===== config.mk =====
export PLATFORM = sky130hd
export DESIGN_NAME = pfmux_top
export DESIGN_NICKNAME = d
export VERILOG_FILES = /design/src/hw/pfmux_pkg.sv /design/src/hw/pfmux_top.sv
export SDC_FILE = /design/constraint.sdc
export NUM_CORES = 1
export LEC_CHECK = 0
export BUFFER_PORTS_ARGS = -buffer_cell sky130_fd_sc_hd__buf_2
export CAP_MARGIN = 20
export CORE_MARGIN = 2
export CORE_UTILIZATION = 47
export DETAILED_ROUTE_END_ITERATION = 8
export PLACE_DENSITY = 0.77
export SETUP_SLACK_MARGIN = 0.2
export SLEW_MARGIN = 20
export SYNTH_ARGS = -nofsm -noshare
export SYNTH_HDL_FRONTEND = slang
export SYNTH_SLANG_ARGS = --single-unit

===== constraint.sdc =====
create_clock -name clk -period 1.62 [get_ports clk]
set_input_delay 0.324 -clock clk [delete_from_list [all_inputs] [get_ports clk]]
set_output_delay 0.324 -clock clk [all_outputs]
set_load 0.01 [all_outputs]

===== src/hw/pfmux_pkg.sv =====
// constants shared by the pad function multiplexer and its register file
// assumes one 25 MHz clock, Avalon-MM register access, word addressing by 4
//
// Overview of operation
// - a pass-through input keeps reading its pad even when another function owns it.
// - a forced-high input reads one while another function is selected.
// - a forced-low input reads zero while another function is selected.
// - a bidirectional forced-high function reads one while it is not selected.
// - the selected bidirectional function owns the pad's input, output and enable.
// - each pad has a 2-bit drive strength, codes 0..3 about 5/10/20/40 mA, reset code 2.
// - while reset is asserted every pad driver is disabled.
// - after reset each pad selects the first function, whose own enable drives it.
// - the matrix can route any peripheral output signal to any pad.
// - some function inputs reach a pad either by the direct mux or by the matrix.
// - slow ethernet management and status signals are routable through the matrix.
// - a matrix input with no pad assigned and no active direct route takes its fixed default value.
// - each assigned matrix input value comes from its pad select and its invert setting.
// - the function select field holds function number minus one.
package pfmux_pkg;

   // ==========================================================
   // sizes
   localparam int NUM_PADS   = 4;
   localparam int NUM_FUNCS  = 6;
   localparam int NUM_MSIG   = 8;
   localparam int FSEL_W     = 3;
   localparam int MSEL_W     = 3;
   localparam int PADIDX_W   = 2;

   // ==========================================================
   // function kinds, two bits per function
   typedef enum logic [1:0] {
      KIND_PASS, KIND_FORCE_HI, KIND_FORCE_LO, KIND_BIDIR_HI
   } pfmux_kind_type;

   // kind of function f on pad p sits at bits [(p*NUM_FUNCS+f)*2 +: 2]
   localparam logic [47:0] FUNC_KIND = 48'h3c9_e4c_9e4_0c9;

   // ==========================================================
   // register map, byte addresses
   localparam logic [7:0] PAD_CFG_BASE   = 8'h00;
   localparam logic [7:0] MIN_CFG_BASE   = 8'h20;
   localparam logic [7:0] PAD_STATUS_OFS = 8'h40;

   // pad config fields
   localparam int PAD_FSEL_LSB  = 0;
   localparam int PAD_DRV_LSB   = 4;
   localparam int PAD_MOSEL_LSB = 8;
   // matrix input config fields
   localparam int MIN_PAD_LSB   = 0;
   localparam int MIN_ASSIGN    = 2;
   localparam int MIN_INVERT    = 3;

   // ==========================================================
   // reset values and special codes
   localparam logic [FSEL_W-1:0] FSEL_RESET    = 3'h0;
   localparam logic [FSEL_W-1:0] FSEL_MATRIX   = 3'h6;
   localparam logic [1:0]        DRV_RESET     = 2'h2;
   localparam logic [MSEL_W-1:0] MOSEL_RESET   = 3'h0;

   // matrix input defaults when unassigned, one bit per input
   localparam logic [NUM_MSIG-1:0] MIN_DEFAULT = 8'h30;
   // inputs that also have a direct-mux route, from function 1 of pad m%4
   localparam logic [NUM_MSIG-1:0] MIN_DIRECT  = 8'h0f;
   // slow ethernet management and status inputs
   localparam int ETH_MGMT_CLK_IDX  = 4;
   localparam int ETH_MGMT_DATA_IDX = 5;
   localparam int ETH_CARRIER_IDX   = 6;
   localparam int ETH_COLLIDE_IDX   = 7;

endpackage


===== src/hw/pfmux_top.sv =====
// pad function multiplexer with signal matrix and avalon register file
// assumes pad and peripheral signals are synchronous to clk
//
// Our own choices: the Avalon-MM slave port and the register offsets.
`timescale 1ns/1ps
`default_nettype none
module pfmux_top
   import pfmux_pkg::*;
(
   input  wire logic                                  clk,
   input  wire logic                                  resetn,
   input  wire logic [7:0]                            avsAddress,
   input  wire logic                                  avsRead,
   input  wire logic                                  avsWrite,
   input  wire logic [31:0]                           avsWritedata,
   input  wire logic [3:0]                            avsByteenable,
   output logic      [31:0]                           avsReaddata,
   output logic                                       avsWaitrequest,
   input  wire logic [pfmux_pkg::NUM_PADS-1:0]        padIn,
   output logic      [pfmux_pkg::NUM_PADS-1:0]        padOut,
   output logic      [pfmux_pkg::NUM_PADS-1:0]        padOe,
   output logic      [2*pfmux_pkg::NUM_PADS-1:0]      padDrive,
   input  wire logic [pfmux_pkg::NUM_PADS*pfmux_pkg::NUM_FUNCS-1:0] funcOut,
   input  wire logic [pfmux_pkg::NUM_PADS*pfmux_pkg::NUM_FUNCS-1:0] funcOe,
   output logic      [pfmux_pkg::NUM_PADS*pfmux_pkg::NUM_FUNCS-1:0] funcIn,
   input  wire logic [pfmux_pkg::NUM_MSIG-1:0]        matrixOut,
   input  wire logic [pfmux_pkg::NUM_MSIG-1:0]        matrixOe,
   output logic      [pfmux_pkg::NUM_MSIG-1:0]        matrixIn
);
   import pfmux_pkg::*;

   // ==========================================================
   // helpers

   // input seen by a function, from its kind and selection state
   function automatic logic kindInput(input logic [1:0] kind,
                                      input logic       selected,
                                      input logic       pin);
      logic v;
      v = pin;
      if (!selected) begin
         unique case (pfmux_kind_type'(kind))
            KIND_PASS:     v = pin;
            KIND_FORCE_HI: v = 1'b1;
            KIND_FORCE_LO: v = 1'b0;
            KIND_BIDIR_HI: v = 1'b1;
         endcase
      end
      return v;
   endfunction

   // ==========================================================
   // register state
   logic [FSEL_W-1:0] fsel_reg  [NUM_PADS];
   logic [1:0]        drv_reg   [NUM_PADS];
   logic [MSEL_W-1:0] mosel_reg [NUM_PADS];
   logic [3:0]        mcfg_reg  [NUM_MSIG];
   logic              waitReq_reg;
   logic [31:0]       rdata_reg;

   // ==========================================================
   // bus decode; one wait cycle, then the access completes
   wire       busReq    = avsRead | avsWrite;
   wire       busDone   = busReq & ~waitReq_reg;
   wire       isPadCfg  = avsAddress[7:4] == PAD_CFG_BASE[7:4];
   wire       isMinCfg  = avsAddress[7:5] == MIN_CFG_BASE[7:5];
   wire       isStatus  = avsAddress == PAD_STATUS_OFS;
   wire [1:0] padIdx    = avsAddress[3:2];
   wire [2:0] minIdx    = avsAddress[4:2];
   wire       wrPad     = busDone & avsWrite & isPadCfg & avsByteenable[0];
   wire       wrPadHi   = busDone & avsWrite & isPadCfg & avsByteenable[1];
   wire       wrMin     = busDone & avsWrite & isMinCfg & avsByteenable[0];

   // read data for the current address; unmapped reads as zero
   logic [31:0] rdMux;
   assign rdMux = isPadCfg ?
                  {21'h0, mosel_reg[padIdx], 2'h0, drv_reg[padIdx],
                   1'b0, fsel_reg[padIdx]} :
                  isMinCfg ? {28'h0, mcfg_reg[minIdx]} :
                  isStatus ? {24'h0, padOe, padIn} : 32'h0;

   // waitrequest idles high and drops for the completing cycle only
   always_ff @(posedge clk or negedge resetn) begin
      if (!resetn) begin
         waitReq_reg <= 1'b1;
         rdata_reg   <= 32'h0;
      end else begin
         waitReq_reg <= ~(busReq & waitReq_reg);
         if (busReq & waitReq_reg & avsRead) begin
            rdata_reg <= rdMux;
         end
      end
   end
   assign avsWaitrequest = waitReq_reg;
   assign avsReaddata    = rdata_reg;

   // pad configuration; reset picks function 1 and drive code 2
   always_ff @(posedge clk or negedge resetn) begin
      if (!resetn) begin
         for (int p = 0; p < NUM_PADS; p++) begin
            fsel_reg[p]  <= FSEL_RESET;
            drv_reg[p]   <= DRV_RESET;
            mosel_reg[p] <= MOSEL_RESET;
         end
      end else begin
         if (wrPad) begin
            fsel_reg[padIdx] <= avsWritedata[PAD_FSEL_LSB +: FSEL_W];
            drv_reg[padIdx]  <= avsWritedata[PAD_DRV_LSB +: 2];
         end
         if (wrPadHi) begin
            mosel_reg[padIdx] <= avsWritedata[PAD_MOSEL_LSB +: MSEL_W];
         end
      end
   end

   // matrix input configuration, all unassigned after reset
   always_ff @(posedge clk or negedge resetn) begin
      if (!resetn) begin
         for (int m = 0; m < NUM_MSIG; m++) begin
            mcfg_reg[m] <= 4'h0;
         end
      end else if (wrMin) begin
         mcfg_reg[minIdx] <= avsWritedata[3:0];
      end
   end

   // ==========================================================
   // pad output side
   logic [NUM_PADS-1:0]          outNext;
   logic [NUM_PADS-1:0]          oeNext;
   logic [2*NUM_PADS-1:0]        drvNext;
   logic [NUM_PADS*NUM_FUNCS-1:0] inNext;

   // only the selected source reaches the pad; codes 7 and up float it
   generate
      for (genvar p = 0; p < NUM_PADS; p++) begin : g_pad
         wire [NUM_FUNCS-1:0] fo = funcOut[p*NUM_FUNCS +: NUM_FUNCS];
         wire [NUM_FUNCS-1:0] fe = funcOe[p*NUM_FUNCS +: NUM_FUNCS];
         wire isDirect = fsel_reg[p] < FSEL_W'(NUM_FUNCS);
         wire isMatrix = fsel_reg[p] == FSEL_MATRIX;
         assign outNext[p] = isDirect ? fo[fsel_reg[p]] :
                             isMatrix ? matrixOut[mosel_reg[p]] :
                             1'b0;
         assign oeNext[p]  = isDirect ? fe[fsel_reg[p]] :
                             isMatrix ? matrixOe[mosel_reg[p]] :
                             1'b0;
         assign drvNext[2*p +: 2] = drv_reg[p];
         for (genvar f = 0; f < NUM_FUNCS; f++) begin : g_fn
            assign inNext[p*NUM_FUNCS+f] =
               kindInput(FUNC_KIND[(p*NUM_FUNCS+f)*2 +: 2],
                         fsel_reg[p] == FSEL_W'(f), padIn[p]);
         end
      end
   endgenerate

   // ==========================================================
   // matrix input side
   logic [NUM_MSIG-1:0] minNext;

   // assigned pad wins, else the direct route, else the fixed default
   generate
      for (genvar m = 0; m < NUM_MSIG; m++) begin : g_min
         localparam int DPAD = m % NUM_PADS;
         wire assigned  = mcfg_reg[m][MIN_ASSIGN];
         wire [PADIDX_W-1:0] src = mcfg_reg[m][MIN_PAD_LSB +: PADIDX_W];
         wire viaDirect = MIN_DIRECT[m] && fsel_reg[DPAD] == FSEL_RESET;
         wire raw = assigned  ? padIn[src] :
                    viaDirect ? padIn[DPAD] :
                    MIN_DEFAULT[m];
         assign minNext[m] = raw ^ (assigned & mcfg_reg[m][MIN_INVERT]);
      end
   endgenerate

   // every output leaves a flop; reset holds all drivers off
   always_ff @(posedge clk or negedge resetn) begin
      if (!resetn) begin
         padOut   <= '0;
         padOe    <= '0;
         padDrive <= {NUM_PADS{DRV_RESET}};
         funcIn   <= '0;
         matrixIn <= MIN_DEFAULT;
      end else begin
         padOut   <= outNext;
         padOe    <= oeNext;
         padDrive <= drvNext;
         funcIn   <= inNext;
         matrixIn <= minNext;
      end
   end
endmodule
`default_nettype wire


* Yosys cells after proc, flatten, opt, wreduce, memory -nomap -nowiden
Cells that the tools add are included.
Word-level totals: bits in registers 145, input port bits 116, output and inout bits 81, word-level logic and storage cells 225
Operators by class: order comparisons 24, equal/unequal tests 20, multiplexer cells 117, bitwise operators 30, reduce and logical (&&, ||, !) cells 7
Operators by type and width (number):
- $mux 1 | 68
- $bmux 1 s3 | 16
- $bwmux 32 | 1
- $lt 3x4->1 const B | 8
- $eq 3x3->1 const B | 9
- $bwmux 12 | 2
- $lt 2x3->1 const B | 8
- $and 1x1->1 | 17
- $bmux 1 s2 | 8
- $mux 8 | 2
- $eq 3x1->1 const B | 5
- $eq 3x2->1 const B | 5
- $mux 3 | 5
- $bmux 3 s2 | 2
- $bmux 4 s3 | 1
- $demux 4 s3 | 1
- $logic_not 3->1 | 4
- $lt 3x3->1 const B | 4
- $mux 4 | 3
- $mux 11 | 1
- $bwmux 8 | 1
- $eq 8x7->1 const B | 1
- $xor 1x1->1 | 8
- $demux 3 s2 | 1
- 13 further kinds | 17

* Longest topological paths before layout
Gate-level depths: netlist (run 1).
depth in word-level cells 6, mapped depth 7, depth with buffers taken out 4

* Worst setup path after synthesis (run 1)
Ideal clock, no wire load.
kind input-to-reg, from in avsAddress[4], to reg mosel_reg[3] (netlist name), arrival 1.801 ns, data required time 1.495 ns, path slack -0.306 ns, stages on the path 4, path buffers 1, path through or4_1 > buf_2 > or4_4 > mux2_4
On the way: cells in the longest elaborated chain, start to end 3
Ends and longest elaborated chain:
- from (decl) | RTL line pfmux_top.sv:12 | input wire logic [7:0] avsAddress,
- $logic_not 4->1 | RTL line pfmux_top.sv:65 | wire isPadCfg = avsAddress[7:4] == PAD_CFG_BASE[7:4];
- $and 1x1->1 (2 in a row) | RTL line pfmux_top.sv:71 | wire wrPadHi = busDone & avsWrite & isPadCfg & avsByteenable[1];
- to (signal, indexed assignment) | RTL line pfmux_top.sv:111 | mosel_reg[padIdx] <= avsWritedata[PAD_MOSEL_LSB +: MSEL_W];
- to (decl) | RTL line pfmux_top.sv:56 | logic [MSEL_W-1:0] mosel_reg [NUM_PADS];
Every way passes these cells. A chain may end at the register's enable or synchronous reset.

* Worst setup path in the final report (run 1)
from reg waitReq_reg, in the netlist avsWaitrequest, to reg fsel_reg[9] (netlist name)
On the way: cells in the longest elaborated chain, start to end 5
Ends and longest elaborated chain:
- from (decl) | RTL line pfmux_top.sv:58 | logic waitReq_reg;
- from (signal assigned) | RTL line pfmux_top.sv:88 | waitReq_reg <= ~(busReq & waitReq_reg);
- $not 1->1 | RTL line pfmux_top.sv:64 | wire busDone = busReq & ~waitReq_reg;
- $and 1x1->1 | RTL line pfmux_top.sv:64
- $and 1x1->1 (3 in a row) | RTL line pfmux_top.sv:70 | wire wrPad = busDone & avsWrite & isPadCfg & avsByteenable[0];
- to (signal, indexed assignment) | RTL line pfmux_top.sv:107 | fsel_reg[padIdx] <= avsWritedata[PAD_FSEL_LSB +: FSEL_W];
- to (decl) | RTL line pfmux_top.sv:54 | logic [FSEL_W-1:0] fsel_reg [NUM_PADS];
Every way passes these cells.

==> metrics.md, run 1 <==
| Metric | Value |
|---|---|
| Status | complete, but fails checks |
| Failing checks | negative setup slack |
| Combinational power share | 14.4% |
| Reg clk slew, reported paths | 0.05 ns |
| Post-route setup slack | -0.162 ns |
| Total CTS buffers | 17 |
| # port buffers | 150 |
| Critical Path AT | 2.07 ns |
| Initial antenna violation count | 0 |
| Antenna Cells | 0 |
| Sw Pwr | 2.09 mW |
| DR vias/cell | 5.67 |
| Final setup skew | 0.00818 ns |
| Post-DRT Antenna Nets | 0 |
| DRC Markers | 0 |
| Core area | 13100 um^2 |
| Int Pwr | 6.26 mW |
| DR iter-0 viols | 302 |
| Via count | 4811 |
| Root buffer cell | clkbuf_16 |
| Non-Filler Instances | 848 |
| Commonest non-fill, non-tap cell in the layout | buf_2 |
| Switch share | 25.1% |
| Ys async rst share | 100% |
| DRT Wirelength | 17100 um |
| Clk buf depth | 2 |
| PD cells | 989 nW/um^2 |
| Worst r2r src | avsWaitrequest$_DFF_PN1_ |
| Clock Latency Late Sink | 0.41 ns |
| Drt pass-1 iters | 4 |
| Min Tclk post-route | 1.78 ns |
| Post-Syn Area | 6240 um^2 |
| Max Fclk | 0.561 GHz |
| Critical Setup Path Class | reg2reg |
| Fill cell count | 916 |
| Die area | 14200 um^2 |
| Synthesis Warnings | 0 |
| Most frequent cells in the layout | 148 x buf_2, 102 x dfrtp_1, 47 x buf_4 |
| Pwr Total | 8.35 mW |
| RSZ-0062 raised after global routing | true |
| Peak supply drop | 0.000513 V |
| Seq pwr share | 40.2% |
| Vias in the first global route | 5079 |
| Avg Cell Area, Syn | 13.4 um^2 |
| Rows | 42 |
| Max FFs per register | 20 |
| Final slew viol count | 0 |
| Hold Startpoint | avsRead |
| Setup crit start | avsWaitrequest$_DFF_PN1_ |
| Largest net degree at the start of global routing | 50 |
| Max_cap viols | 0 |
| Final setup viols | 43 |
| Worst EP required | 1.91 ns |
| Fin crit share | 110% |
| Syn-to-layout area delta | 35.3% |
| WL/cell | 20.1 um |
| First-pass GRT wire length | 27100 um |
| Mapped Cells | 467 |
| Biggest register | funcIn |
| Nets | 775 |
| Crit path max fanout | 3 |
| Top_reg_cell synth | dfrtp_1 |
| Placed cell count | 806 |
| Setup TNS | -4.34 ns |
| Setup crit start kind | flip-flop |
| Gr ovfl total | 0 |
| Critical Path End Type | flip-flop |
| Min-Delay Path Class | in2reg |
| CTS H-tree depth | 4 |
| Dpl hpwl | 12200 um |
| Share of post-route cells with drive strength above 1 | 60.0% |
| LEAKAGE | 3.97 nW |
| Gpl congestion | 0.907 |
| Register area share after synthesis | 48.3% |
| Die height | 119 um |
| Final Hold Slack | 0.131 ns |
| GRT Total Usage | 25.1% |
| Distinct cells, synth | 48 |
| Initial Utilization | 47.7% |
| Post-synth EDFFs | 0 |
| Clock share of power | 45.5% |
| Final hold violation count | 0 |
| Clock Sinks | 120 |
| CTS tree | built |
| Die width | 119 um |
| Yosys reg bits | 120 |
| Boundary Pins | 197 |
==> stage by stage <==
step	utilization [%]	setup slack (ns)	instance area [um^2]
finish	64.6	-0.162	8450
global route	64.6	-0.199	8450
CTS	63.9	-0.148	8360
detailed placement	57.1	-0.342	7470
global placement	57.1	-0.318	7470
floorplan	-	-0.232	6460
==> cell usage after synthesis, types with 2 or more instances <==
| master | instances | area share (%) |
|---|---|---|
| o41ai_1 | 2 | 0.28 |
| xor2_1 | 6 | 0.84 |
| nor2b_1 | 4 | 0.40 |
| dfstp_2 | 11 | 4.6 |
| nor3_1 | 2 | 0.16 |
| dfrtp_1 | 109 | 44 |
| nor4_1 | 2 | 0.20 |
| o21ai_0 | 2 | 0.16 |
| a21oi_1 | 8 | 0.64 |
| mux2i_1 | 30 | 4.8 |
| buf_4 | 25 | 3.0 |
| nand2b_1 | 16 | 1.6 |
| buf_2 | 5 | 0.40 |
| mux2_4 | 3 | 0.72 |
| nand4bb_1 | 2 | 0.36 |
| clkbuf_1 | 26 | 1.6 |
| nand3b_1 | 6 | 0.72 |
| nand3_1 | 8 | 0.64 |
| mux4_2 | 41 | 15 |
| a22o_1 | 3 | 0.42 |
| o221ai_1 | 8 | 1.1 |
| nor2_1 | 19 | 1.1 |
| and2_1 | 4 | 0.40 |
| o22ai_1 | 3 | 0.30 |
| a31oi_1 | 2 | 0.20 |
| mux2_2 | 61 | 11 |
| a221oi_1 | 3 | 0.42 |
| a22oi_1 | 3 | 0.36 |
| a32o_1 | 2 | 0.32 |
| nand2_1 | 26 | 1.6 |
| xnor2_1 | 2 | 0.28 |
| and3_1 | 7 | 0.70 |
==> routing by layer <==
layer / share of wire, % / GRT usage (%) / vias to the layer above
li1: - / - / 2103
met1: 40 / 31.7 / 2420
met2: 50 / 41.3 / 245
met3: 7.4 / 6.27 / 43
met4: 2.7 / 10.3 / 0
met5: 0 / 0 / -
==> kinds of logic after synthesis <==
group,after synthesis,share of synthesized area (%)
other,1,0.0601
flip-flops,120,48.3
multiplexers,135,31.3
XOR/XNOR,8,1.12
AO/OA/AOI/OAI,37,4.39
AND/OR/NAND/NOR,108,9.66
buffers and inverters,58,5.09
==> worst paths after layout <==
path	to	slack, ns	cells past startpoint
max	fsel_reg[9]$_DFFE_PN0P_	-0.16	4
min	avsWaitrequest$_DFF_PN1_	0.13	2
max reg2reg	fsel_reg[9]$_DFFE_PN0P_	-0.16	4
min reg2reg	padDrive[7]$_DFF_PN1_	0.38	0
max in group asynchronous	avsWaitrequest$_DFF_PN1_	0.62	3
min in group asynchronous	g_min[2].src[0]$_DFFE_PN0P_	0.37	2
==> layout make-up <==
cell class | instances | area [um^2] | area share (%)
inverters | 1 | 3.75 | 0.0444
multi-input cells | 309 | 3310 | 39.2
clock inverters | 11 | 149 | 1.76
well taps | 176 | 220 | 2.61
flip-flops and latches | 120 | 3030 | 35.8
clock buffers | 21 | 450 | 5.33
repair buffers | 210 | 1290 | 15.2
==> worst max-delay path: stages, from the launching register on <==
cell and delay, ns:
dfstp_2 0.37, or4bb_4 0.55, nor3_2 0.22, buf_4 0.19, mux2_2 0.33
==> power groups by stage <==
| stage | clock [mW] | combinational [mW] | sequential, mW |
|---|---|---|---|
| 3_5_place_dp | 0 | 1.10 | 3.39 |
| 4_1_cts | 3.86 | 1.17 | 3.34 |
| 3_3_place_gp | 0 | 1.07 | 3.38 |
| 6_report | 3.80 | 1.20 | 3.35 |
| 2_1_floorplan | 0 | 0.607 | 3.38 |
| 5_1_grt | 4.01 | 1.29 | 3.37 |
==> timing repair <==
item                                    in CTS  in global routing
endpoints found under the setup margin      79                 83
gates resized for setup                     61                 16
pin swaps                                   12                  6
setup buffers                                6                  3
hold buffers                                 1                  0
hold endpoints to repair                    21                  0
Power figures use the tool's default switching activity.
==> inputs of run 2 (changes only) <==
Settings changed: CORE_MARGIN 2 to 10.
Clock period 1.62 ns to 1.6 ns, I/O delays scaled along.
==> run 2 against run 1 <==
The run still ends with negative setup slack left. Worst setup slack lost 0.034 ns. Sequential power grew 1%. Hold slack gained 0.0072 ns. Register-to-register slack lost 0.03 ns. Largest cell class unchanged. Global-route usage shrank 4.7 points. Critical path depth shrank 1. Core utilization shrank 0.41 points. Non-clock buffer count shrank 3. Sequential share of layout area grew 0.10 points. Highest routed layer unchanged. Design area shrank 0.24%. Combinational power is essentially flat.
==> metrics.md, run 2 (same netlist as run 1, synthesis figures left out) <==
| Metric | Value |
|---|---|
| Initial Utilization | 47.5% |
| Fill cell count | 952 |
| Clock Sinks | 120 |
| Post-DRT Antenna Nets | 0 |
| Biggest register | funcIn |
| Reg clk slew, reported paths | 0.06 ns |
| Setup crit start | avsWaitrequest$_DFF_PN1_ |
| GRT Total Usage | 20.3% |
| Max_cap viols | 0 |
| Antenna Cells | 0 |
| Final hold violation count | 0 |
| Vias in the first global route | 5183 |
| Crit path max fanout | 5 |
| Min Tclk post-route | 1.80 ns |
| Worst EP required | 1.89 ns |
| Boundary Pins | 197 |
| Dpl hpwl | 13600 um |
| Status | complete, but fails checks |
| DR vias/cell | 5.77 |
| Syn-to-layout area delta | 35.0% |
| Final Hold Slack | 0.138 ns |
| Reg2reg end | fsel_reg[4]$_DFFE_PN0P_ |
| Min-Delay Path Class | in2reg |
| Placed cell count | 803 |
| Cell Area, Placed | 7430 um^2 |
| Most frequent cells in the layout | 144 x buf_2, 101 x dfrtp_1, 47 x buf_4 |
| Nets | 772 |
| Hold Startpoint | avsRead |
| Root buffer cell | clkbuf_16 |
| Initial antenna violation count | 0 |
| Setup crit start kind | flip-flop |
| Worst hold path depth | 2 |
| Final setup skew | 0.00927 ns |
| R2R Setup Slk | -0.20 ns |
| RSZ-0062 raised after global routing | true |
| DRC Markers | 0 |
| Die area | 18300 um^2 |
| Peak supply drop | 0.000669 V |
| CTS tree | built |
| PD cells | 1020 nW/um^2 |
| Setup TNS | -4.73 ns |
| Total CTS buffers | 17 |
| Max FFs per register | 20 |
| R2r worst-path depth | 3 |
| First-pass GRT wire length | 29000 um |
| Post-route setup slack | -0.196 ns |
| Hold endpoint | avsWaitrequest$_DFF_PN1_ |
| Clock Latency Late Sink | 0.41 ns |
| Critical Path AT | 2.09 ns |
| Gpl congestion | 0.929 |
| Drt pass-1 iters | 7 |
| Core area | 13100 um^2 |
| CTS H-tree depth | 4 |
| DRT Wirelength | 19100 um |
| Clk buf depth | 2 |
| Fin crit share | 112% |
| WL/cell | 22.6 um |
| Commonest non-fill, non-tap cell in the layout | buf_2 |
| Non-Filler Instances | 845 |
| Share of post-route cells with drive strength above 1 | 60.4% |
| Gr ovfl total | 0 |
| Die height | 135 um |
| Final setup viols | 47 |
| Final slew viol count | 0 |
| Via count | 4876 |
| Critical Setup Path Class | reg2reg |
| Design Area, Final | 8430 um^2 |
| # port buffers | 150 |
| Max Fclk | 0.557 GHz |
| Largest net degree at the start of global routing | 64 |
| Rows | 42 |
| Die width | 135 um |
| Worst r2r src | avsWaitrequest$_DFF_PN1_ |
| Fin util | 64.1% |
| DR iter-0 viols | 384 |
| Critical Path End Type | flip-flop |
| LEAKAGE | 3.90 nW |
| Failing checks | negative setup slack |
[run 2: changes by cell type in the layout (fill, tap and decap cells not counted), moves of 3 or more]
cell	previous run	this run
clkbuf_8	1	4
nand2_4	4	0
mux2_4	28	32
nand2_2	1	5
clkbuf_1	3	0
buf_2	148	144
mux2_2	36	32
[run 2: timing repair]
action                     in CTS  in global routing
hold endpoints to repair      109                  0
setup buffers                   3                  6
resized for setup              62                 17
pin swaps                      11                 10
setup endpoints to repair      80                 87
hold buffers                    1                  0
cloned                          0                  0
[run 2: routing by layer]
metal  track usage [%]  vias up  share of wire [%]
met5                 0        -                  0
met4              7.89        0                3.0
met3              6.05       52                8.8
met2              33.9      279                 50
met1              24.2     2466                 38
li1                  -     2079                  -
[run 2: critical path: stages (launching register included)]
cell and delay [ns]:
dfstp_2 0.37, or4bb_4 0.55, or3_4 0.45, mux2_2 0.30
[run 2: report_power, final]
part           internal, mW  leakage, nW  switching (mW)
logic                 0.622         2.09           0.597
clock network          2.61        0.301            1.39
registers              3.22         1.51           0.172
[run 2: how the worst max path moves through the flow]
stage	cells after the start	end	slack, ns
finish	3	fsel_reg[4]$_DFFE_PN0P_	-0.20
global route	5	mcfg_reg[15]$_DFFE_PN0P_	-0.22
CTS	3	fsel_reg[4]$_DFFE_PN0P_	-0.18
detailed placement	4	mosel_reg[3]$_DFFE_PN0P_	-0.36
global placement	4	mosel_reg[4]$_DFFE_PN0P_	-0.34
floorplan	4	mosel_reg[3]$_DFFE_PN0P_	-0.25
[run 2: layout make-up]
type,instances,area [um^2],share of cell area (%)
multi-input cells,309,3280,38.9
flip-flops and latches,120,3030,35.9
repair buffers,207,1270,15.1
clock buffers,21,480,5.70
well taps,176,220,2.61
clock inverters,11,145,1.72
inverters,1,3.75,0.0445
[run 2: per-stage QoR]
stage	setup slack [ns]	total power [mW]
2_1_floorplan	-0.248	4.03
3_3_place_gp	-0.336	4.51
3_5_place_dp	-0.360	4.55
4_1_cts	-0.177	8.62
5_1_grt	-0.219	8.92
6_report	-0.196	8.61
